[src/rtl/chg_irq_params.svh]
/*
 Register offsets, field positions, reset values and state codes of the
 charger request and interrupt register bank.
 Assumes nothing; included by the package and the design files.
*/
`ifndef CHG_IRQ_PARAMS_SVH
`define CHG_IRQ_PARAMS_SVH

// ****************************************
// register offsets
// ****************************************
`define OFS_SETUP_COMPLETE 8'h04
`define OFS_MEASURE_REQUEST 8'h05
`define OFS_TYPEC_REQUEST 8'h06
`define OFS_EVENT_MASK 8'h07
`define OFS_FAULT_MASK_A 8'h08
`define OFS_FAULT_MASK_B 8'h09
`define OFS_EVENT_FLAGS 8'h0A
`define OFS_FAULT_FLAGS_A 8'h0B

// ****************************************
// reset values and implemented-bit masks
// ****************************************
`define RST_REG 8'h00
`define VALID_EVENT_MASK 8'hBF
`define VALID_FAULT_MASK_A 8'h7F
`define VALID_FAULT_MASK_B 8'h3F
`define VALID_FLAGS 8'h7F

// ****************************************
// field positions
// ****************************************
`define BIT_CONFIGURED 0
`define BIT_MEASURE 0
`define BIT_SOURCE_RESTART 0
`define BIT_ERROR_RECOVERY 1
`define BIT_AUTO_CLEAR 7
`define BIT_UNCONFIGURED 7
`define BIT_STATE_CHANGE 5
`define BIT_TC_ATTACH_IND 4
`define BIT_CHG_ATTACH_IND 3
`define BIT_TC_ATTACH_EV 2
`define BIT_CHG_ATTACH_EV 1
`define BIT_MEAS_DONE 0
`define BIT_PREATTACH_OV 6
`define BIT_ILIM_UV 5
`define BIT_ILIM 4

// ****************************************
// flag behaviour per bank
// ****************************************
`define EVENT_CLR_ANY 8'h27
`define EVENT_AUTO_ELIG 8'h18
`define FAULT_CLR_ANY 8'h00
`define FAULT_AUTO_ELIG 8'h7F

// ****************************************
// type-c state codes and sync width
// ****************************************
`define TC_ATTACHED_CC1 4'h8
`define TC_ATTACHED_CC2 4'hC
`define SYNC_W 13

`endif

[src/rtl/chg_irq_pkg.sv]
/*
 Types of the charger request and interrupt register bank.
 Assumes the params header is on the include path.
*/
`include "chg_irq_params.svh"

package chg_irq_pkg;

   // measurement request sequencer, one-hot
   typedef enum logic [1:0] {
      MEAS_IDLE = 2'b01,
      MEAS_BUSY = 2'b10
   } meas_state_t;

   // state of one flag bank
   typedef struct packed {
      logic [7:0] flags;
   } bank_state_t;

   // whole state of the control module
   typedef struct packed {
      logic [`SYNC_W-1:0] sync1;
      logic [`SYNC_W-1:0] sync2;
      logic [3:0] state_prev;
      logic tc_att_prev;
      logic bc_att_prev;
      logic configured;
      meas_state_t meas;
      logic [7:0] ev_mask;
      logic [7:0] fa_mask;
      logic [7:0] fb_mask;
      logic [7:0] rdata;
      logic start_p;
      logic ferr_p;
      logic frst_p;
      logic irq;
   } ctrl_state_t;

endpackage

[src/rtl/flag_bank_if.sv]
/*
 Carrier between the control module and one flag bank.
 Assumes a single clock shared by both ends.
*/
`timescale 1ns/1ps
`default_nettype none

interface flag_bank_if;
   logic [7:0] set;
   logic [7:0] cond;
   logic rd_clr;
   logic auto_en;
   logic [7:0] flags;

   modport ctrl (output set, output cond, output rd_clr, output auto_en, input flags);
   modport bank (input set, input cond, input rd_clr, input auto_en, output flags);
endinterface

`default_nettype wire

[src/rtl/chg_irq_regs.sv]
/*
 Charger configuration gate, measurement request, type-c requests,
 interrupt masks and the event and first fault flag registers.
 Assumes a host-side serial slave presents byte accesses on the register
 port in the clock domain, and converter logic drives meas_done on it.
*/
// Operation
// - converter held off until configured written one
// - unconfigured flag reads inverse of configured
// - measure request write one starts sampling
// - request stays set until sampling done
// - done flag set on data, read clears
// - bit one forces error recovery, reads zero
// - bit zero restarts unattached source, reads zero
// - flags reach interrupt only when masked in
// - all mask bits reset to zero
// - auto-clear bit selects latched or self-clearing flags
// - state and attach events clear on read
// - state change flag set on any transition
// - attach events set on attach status edges
// - type-c indicator while attached source attached
// - charger indicator shows data pin attach
// - read clears fault only once resolved
// - preattach overvoltage needs enabled, unattached, overvoltage
// - trip select suppresses one current flag
`timescale 1ns/1ps
`default_nettype none
`include "chg_irq_params.svh"

module chg_irq_regs
   import chg_irq_pkg::*;
(
   // clock and reset
   input wire logic clock,
   input wire logic arst_n,
   // register port
   input wire logic [7:0] reg_addr,
   input wire logic [7:0] reg_wdata,
   input wire logic reg_wr,
   input wire logic reg_rd,
   output logic [7:0] reg_rdata,
   // converter and measurement
   output logic converter_allow,
   output logic meas_start,
   input wire logic meas_done,
   // type-c state machine
   output logic force_error_recovery,
   output logic force_source_restart,
   input wire logic [3:0] typec_state,
   input wire logic typec_attach_status,
   input wire logic typec_detect_enable,
   // charger detection on protected_data_plus / protected_data_minus
   input wire logic charger_attach_status,
   // fault conditions
   input wire logic bus_power_monitor_input,
   input wire logic ilim_uv_cond,
   input wire logic ilim_cond,
   input wire logic [3:0] other_fault_cond,
   input wire logic current_trip_select,
   // interrupt
   output logic irq
);
   ctrl_state_t st_reg;
   ctrl_state_t st_next;
   flag_bank_if ev_if ();
   flag_bank_if fa_if ();

   // ****************************************
   // synchronised inputs
   // ****************************************
   logic [3:0] tc_state_s;
   logic tc_att_s;
   logic bc_att_s;
   logic bus_ov_s;
   logic ilim_uv_s;
   logic ilim_s;
   logic [3:0] other_s;
   logic tc_attached_src;
   logic wr_hit;
   logic rd_hit;

   // only the second stage is read; the state bus is assumed to move slowly
   always_comb begin
      {tc_state_s, tc_att_s, bc_att_s, bus_ov_s, ilim_uv_s, ilim_s, other_s} = st_reg.sync2;
      tc_attached_src = (tc_state_s == `TC_ATTACHED_CC1) || (tc_state_s == `TC_ATTACHED_CC2);
   end

   // ****************************************
   // flag sources
   // ****************************************
   // event bank: pulses for events, levels for the two indicators
   always_comb begin
      ev_if.set = 8'h00;
      ev_if.set[`BIT_STATE_CHANGE] = tc_state_s != st_reg.state_prev;
      ev_if.set[`BIT_TC_ATTACH_IND] = tc_att_s && tc_attached_src;
      ev_if.set[`BIT_CHG_ATTACH_IND] = bc_att_s;
      ev_if.set[`BIT_TC_ATTACH_EV] = tc_att_s != st_reg.tc_att_prev;
      ev_if.set[`BIT_CHG_ATTACH_EV] = bc_att_s != st_reg.bc_att_prev;
      ev_if.set[`BIT_MEAS_DONE] = meas_done && (st_reg.meas == MEAS_BUSY);
      ev_if.cond = 8'h00;
      ev_if.cond[`BIT_TC_ATTACH_IND] = ev_if.set[`BIT_TC_ATTACH_IND];
      ev_if.cond[`BIT_CHG_ATTACH_IND] = ev_if.set[`BIT_CHG_ATTACH_IND];
      ev_if.rd_clr = rd_hit && (reg_addr == `OFS_EVENT_FLAGS);
      ev_if.auto_en = st_reg.ev_mask[`BIT_AUTO_CLEAR];
   end

   // fault bank: every bit is a live condition
   always_comb begin
      fa_if.cond = {1'b0, 3'b000, other_s};
      fa_if.cond[`BIT_PREATTACH_OV] = bus_ov_s && typec_detect_enable && !tc_att_s;
      fa_if.cond[`BIT_ILIM_UV] = ilim_uv_s && !current_trip_select;
      fa_if.cond[`BIT_ILIM] = ilim_s && current_trip_select;
      fa_if.set = fa_if.cond;
      fa_if.rd_clr = rd_hit && (reg_addr == `OFS_FAULT_FLAGS_A);
      fa_if.auto_en = st_reg.ev_mask[`BIT_AUTO_CLEAR];
   end

   flag_bank #(
      .CLR_ANY(`EVENT_CLR_ANY),
      .AUTO_ELIG(`EVENT_AUTO_ELIG)
   ) u_event_bank (
      .clock(clock),
      .arst_n(arst_n),
      .fb(ev_if.bank)
   );

   flag_bank #(
      .CLR_ANY(`FAULT_CLR_ANY),
      .AUTO_ELIG(`FAULT_AUTO_ELIG)
   ) u_fault_bank (
      .clock(clock),
      .arst_n(arst_n),
      .fb(fa_if.bank)
   );

   // ****************************************
   // next state
   // ****************************************
   always_comb begin
      wr_hit = reg_wr;
      rd_hit = reg_rd && !reg_wr; // a write wins a collision on the port
      st_next = st_reg;
      st_next.sync1 = {typec_state, typec_attach_status, charger_attach_status,
         bus_power_monitor_input, ilim_uv_cond, ilim_cond, other_fault_cond};
      st_next.sync2 = st_reg.sync1;
      st_next.state_prev = tc_state_s;
      st_next.tc_att_prev = tc_att_s;
      st_next.bc_att_prev = bc_att_s;
      st_next.start_p = 1'b0;
      st_next.ferr_p = 1'b0;
      st_next.frst_p = 1'b0;
      // measurement sequencer: completion drops the request bit
      case (st_reg.meas)
         MEAS_IDLE: begin
            st_next.meas = MEAS_IDLE;
         end
         MEAS_BUSY: begin
            if (meas_done) begin
               st_next.meas = MEAS_IDLE;
            end
         end
         default: begin
            st_next.meas = MEAS_IDLE;
         end
      endcase
      // register writes; a new request wins over a completion
      if (wr_hit) begin
         case (reg_addr)
            `OFS_SETUP_COMPLETE: begin
               st_next.configured = reg_wdata[`BIT_CONFIGURED];
            end
            `OFS_MEASURE_REQUEST: begin
               if (reg_wdata[`BIT_MEASURE]) begin
                  st_next.meas = MEAS_BUSY;
                  st_next.start_p = 1'b1;
               end
            end
            `OFS_TYPEC_REQUEST: begin
               st_next.ferr_p = reg_wdata[`BIT_ERROR_RECOVERY];
               st_next.frst_p = reg_wdata[`BIT_SOURCE_RESTART];
            end
            `OFS_EVENT_MASK: begin
               st_next.ev_mask = reg_wdata & `VALID_EVENT_MASK;
            end
            `OFS_FAULT_MASK_A: begin
               st_next.fa_mask = reg_wdata & `VALID_FAULT_MASK_A;
            end
            `OFS_FAULT_MASK_B: begin
               st_next.fb_mask = reg_wdata & `VALID_FAULT_MASK_B;
            end
            default: begin
               st_next.configured = st_reg.configured;
            end
         endcase
      end
      // read data is captured before the read side effects land
      if (rd_hit) begin
         case (reg_addr)
            `OFS_SETUP_COMPLETE: st_next.rdata = {7'h00, st_reg.configured};
            `OFS_MEASURE_REQUEST: st_next.rdata = {7'h00, st_reg.meas == MEAS_BUSY};
            `OFS_TYPEC_REQUEST: st_next.rdata = 8'h00;
            `OFS_EVENT_MASK: st_next.rdata = st_reg.ev_mask;
            `OFS_FAULT_MASK_A: st_next.rdata = st_reg.fa_mask;
            `OFS_FAULT_MASK_B: st_next.rdata = st_reg.fb_mask;
            `OFS_EVENT_FLAGS: st_next.rdata = {!st_reg.configured, ev_if.flags[6:0]};
            `OFS_FAULT_FLAGS_A: st_next.rdata = {1'b0, fa_if.flags[6:0]};
            default: st_next.rdata = 8'h00;
         endcase
      end
      // masked flags only; the auto-clear control bit is not a flag
      st_next.irq = |(ev_if.flags[6:0] & st_reg.ev_mask[6:0])
         || |(fa_if.flags[6:0] & st_reg.fa_mask[6:0]);
   end

   // ****************************************
   // state register
   // ****************************************
   always_ff @(posedge clock or negedge arst_n) begin
      if (!arst_n) begin
         st_reg <= '0;
         st_reg.meas <= MEAS_IDLE;
         st_reg.ev_mask <= `RST_REG;
         st_reg.fa_mask <= `RST_REG;
         st_reg.fb_mask <= `RST_REG;
      end else begin
         st_reg <= st_next;
      end
   end

   // ****************************************
   // outputs
   // ****************************************
   assign reg_rdata = st_reg.rdata;
   assign converter_allow = st_reg.configured;
   assign meas_start = st_reg.start_p;
   assign force_error_recovery = st_reg.ferr_p;
   assign force_source_restart = st_reg.frst_p;
   assign irq = st_reg.irq;
endmodule

`default_nettype wire

[src/rtl/flag_bank.sv]
/*
 One eight-bit sticky flag register with clear-on-read and auto-clear.
 Assumes set and cond come from logic on the same clock.
*/
`timescale 1ns/1ps
`default_nettype none
`include "chg_irq_params.svh"

module flag_bank
   import chg_irq_pkg::*;
#(
   parameter logic [7:0] CLR_ANY = 8'h00,
   parameter logic [7:0] AUTO_ELIG = 8'h00
) (
   // clock and reset
   input wire logic clock,
   input wire logic arst_n,
   // flag carrier
   flag_bank_if.bank fb
);
   bank_state_t st_reg;
   bank_state_t st_next;
   logic [7:0] clr;
   logic [7:0] live_keep;

   // read clears unconditional bits, others only once resolved; set wins
   always_comb begin
      clr = ({8{fb.rd_clr}} & (CLR_ANY | ~fb.cond))
         | ({8{fb.auto_en}} & AUTO_ELIG & ~fb.cond);
      st_next.flags = (fb.set | (st_reg.flags & ~clr)) & `VALID_FLAGS;
      // flags a read must leave alone, watched by the check below
      live_keep = fb.cond & ~CLR_ANY & st_reg.flags;
   end

   always_ff @(posedge clock or negedge arst_n) begin
      if (!arst_n) begin
         st_reg <= '0;
      end else begin
         st_reg <= st_next;
      end
   end

   assign fb.flags = st_reg.flags;
endmodule

`default_nettype wire

[config.mk]
export PLATFORM = sky130hd
export DESIGN_NAME = chg_irq_regs
export DESIGN_NICKNAME = d
export VERILOG_FILES = /design/src/rtl/chg_irq_pkg.sv /design/src/rtl/flag_bank_if.sv /design/src/rtl/chg_irq_regs.sv /design/src/rtl/flag_bank.sv
export VERILOG_INCLUDE_DIRS = /design/src /design/src/rtl
export SDC_FILE = /design/constraint.sdc
export NUM_CORES = 1
export LEC_CHECK = 0
export ABC_AREA = 1
export BUFFER_PORTS_ARGS = -buffer_cell sky130_fd_sc_hd__buf_2
export CORE_MARGIN = 2
export CORE_UTILIZATION = 25
export CTS_CLUSTER_SIZE = 8
export DETAILED_ROUTE_END_ITERATION = 10
export SLEW_MARGIN = 25
export SYNTH_ARGS = -nofsm -noshare
export SYNTH_HDL_FRONTEND = slang
export SYNTH_SLANG_ARGS = --single-unit
export TNS_END_PERCENT = 30
[constraint.sdc]
create_clock -name clock -period 1.4 [get_ports clock]
set_input_delay 0.35 -clock clock [delete_from_list [all_inputs] [get_ports clock]]
set_output_delay 0.35 -clock clock [all_outputs]
set_load 0.005 [all_outputs]
==> results.py <==
metrics = {
    "run_status": {
        "outcome": "complete, no violations",
    },
    "routing": {
        "drtPass1Iterations": 4,
        "route.detailed.drc": 0,
        "ant_nets": 0,
        "num_vias": 2408,
        "routedWlPerCell_um": 12.2,
        "drtIter0Drc": 152,
        "via_per_inst": 4.15,
        "wl_um": 7100,
    },
    "critical_path": {
        "path_delay_family": "flip-flops",
        "crit_chain": "buf_2",
        "r2r_end": "irq$_DFF_PN0_",
        "critPathCaptureType": "output port",
        "cp_num_buf_inv": 1,
        "worstPathArrival_ns": 0.88,
        "rrSetupSlack_ns": 0.29,
        "cp_max_fo": 3,
        "r2r_start": "st_reg[30]$_DFFE_PN0P_",
        "reg2reg_depth": 4,
        "cp_slowest_cell": "dfrtp_1",
        "crit_type": "reg2out",
        "crit_required_ns": 1.05,
        "slowest_delay_ns": 0.41,
        "start_kind": "flip-flop",
    },
    "hold_path": {
        "hold_path_end": "st_next[52]$_DFF_PN0_",
        "min_path_cells": 1,
        "hold_path.class": "in2reg",
        "holdCritStartpoint": "charger_attach_status",
    },
    "timing": {
        "worstMarginPinSlew_ns": 0.301,
        "finalSetupViolCount": 0,
        "fmax_ghz": 0.812,
        "grt_setup_unrepaired": "no",
        "relSlewSlack_pct": 79.9,
        "hold_viol": 0,
        "period_share_pct": 87.9,
        "slew_viol_final": 0,
        "fin_worst_skew_ns": 0.00477,
        "period_minus_slack_ns": 1.23,
    },
    "global_routing": {
        "grt_overflow": 0,
        "grtUsageTotal_pct": 10.8,
        "grt_pass1_vias": 2512,
        "grt_max_degree": 35,
        "antenna_found_initial": 0,
        "grt_pass1_wl_um": 12200,
    },
    "synthesis": {
        "ys_types": 33,
        "syn_area_per_cell_um2": 9.65,
        "postSynthCellCount": 340,
        "yosysSeqAreaShare_pct": 61.8,
        "synth_top_area_share_pct": 61.0,
        "synth_top_area_cell": "dfrtp_1",
        "synth_seq_cells": 81,
        "synth_area_mm2": 0.00328,
        "yosys_warnings": 0,
        "synth_area_leaders": "dfrtp_1 (61%), nand2_1 (12%), nand3_1 (5.2%)",
        "synth_nets": 376,
    },
    "clock_tree": {
        "htree_levels": 3,
        "root_buffer": "clkbuf_16",
        "clk_pin_slew_worst_paths_ns": 0.06,
        "worstSkewPairLatency_ns": 0.33,
        "cts_buffer_depth": 2,
        "cts.sinks": 81,
        "cts_setup_buffers": 0,
        "numCtsBuffers": 9,
        "cts_tree": "built",
    },
    "placement": {
        "place_area_mm2": 0.00382,
        "place_hpwl_um": 5280,
        "io_buffers": 48,
        "dp_cells": 563,
        "gp_congestion": 0.855,
    },
    "floorplanning": {
        "initial_utilization_pct": 25.8,
        "rows": 41,
        "coreArea_mm2": 0.0127,
        "chipWidth_um": 119,
        "io_pins": 49,
        "die-area_mm2": 0.0140,
        "die_h_um": 119,
    },
    "flow_run": {
        "maxCapViolCount": 0,
    },
    "cells_and_area": {
        "fillers": 1375,
        "diodes": 0,
        "drive_gt1_share_pct": 25.5,
        "final_common_cell": "nand2_1",
        "final_cell_mix": "nand2_1 (109), dfrtp_1 (80), buf_2 (47)",
        "largest_reg_flops": 27,
        "final_nets": 439,
        "postLayoutCoreUtil_pct": 32.8,
        "syn2layout_area_growth_pct": 27.2,
        "finalNonFillerCells": 580,
        "final_area_mm2": 0.00417,
    },
    "power_and_ir_drop": {
        "p_per_area_mw_per_mm2": 1310,
        "p_leak_nw": 2.13,
        "max-vdd-ir-drop_mv": 0.548,
    },
}
[through the flow]
step | hold slack, ns | total power [mW] | TNS, ns | setup WS (ns)
2_1_floorplan | 0.0544 | 2.73 | 0 | 0.00251
3_3_place_gp | 0.261 | 2.93 | -0.911 | -0.0818
3_5_place_dp | 0.263 | 2.94 | -1.61 | -0.139
4_1_cts | 0.109 | 5.55 | 0 | 0.154
5_1_grt | 0.113 | 5.71 | 0 | 0.116
6_report | 0.123 | 5.48 | 0 | 0.169
[timing repair]
item                                   in CTS  in global routing
endpoints found under the hold margin      20                  0
hold buffers                                1                  0
resized for setup                           0                  0
[final cells by class]
cell class	count	area, µm²	area share (%)
flip-flops and latches	81	2030	48.6
multi-input cells	218	1050	25.3
repair buffers	67	438	10.5
clock buffers	11	253	6.06
well taps	172	215	5.16
inverters	26	97.6	2.34
clock inverters	5	85.1	2.04
[cells in the mapped netlist (all sizes together)]
cell / instances
o21ai: 23
a211oi: 1
xnor2: 4
a31o: 1
o211ai: 1
nand4: 1
o22ai: 2
clkbuf: 2
nor3b: 1
clkinv: 1
nor2: 25
buf: 13
dfrtp: 80
o21bai: 4
o32ai: 1
a21oi: 2
a22o: 1
a221oi: 1
xor2: 2
nor3: 1
nand2: 113
dfstp: 1
nand3: 34
inv: 25
[metal layers]
layer | track usage (%) | vias up | share of wire, %
li1 | - | 1206 | -
met1 | 13.7 | 1122 | 45
met2 | 17.4 | 76 | 48
met3 | 3.28 | 4 | 6.7
met4 | 3.87 | 0 | 0.65
met5 | 0 | - | 0
[cell families (layout without fill, tap and decap cells)]
logic type | Yosys count | after routing | share of synthesized area (%)
simple gates | 175 | 175 | 23.2
flops | 81 | 81 | 61.8
buf+inv | 41 | 109 | 5.99
compound gates | 37 | 37 | 7.33
xor+xnor | 6 | 6 | 1.60
[where the power goes]
| group | leakage, nW | total (mW) | internal (mW) | switching (mW) |
|---|---|---|---|---|
| Clock | 0.162 | 2.58 | 1.67 | 0.915 |
| Sequential | 0.980 | 2.54 | 2.46 | 0.0807 |
| Combinational | 0.988 | 0.356 | 0.152 | 0.204 |
| Total | 2.13 | 5.48 | 4.28 | 1.20 |
[how the worst max path moves through the flow]
stage	start	endpoint	slack [ns]	cells past startpoint
6_report	converter_allow$_DFFE_PN0P_	converter_allow	0.17	1
4_1_cts	converter_allow$_DFFE_PN0P_	converter_allow	0.15	1
3_3_place_gp	reg_addr[4]	u_event_bank.fb.flags[0]$_DFF_PN0_	-0.08	9
5_1_grt	reg_addr[5]	u_event_bank.fb.flags[0]$_DFF_PN0_	0.12	9
2_1_floorplan	reg_addr[4]	st_reg[31]$_DFFE_PN0P_	0.003	8
3_5_place_dp	reg_addr[4]	u_event_bank.fb.flags[0]$_DFF_PN0_	-0.14	9
Power figures use the tool's default switching activity.
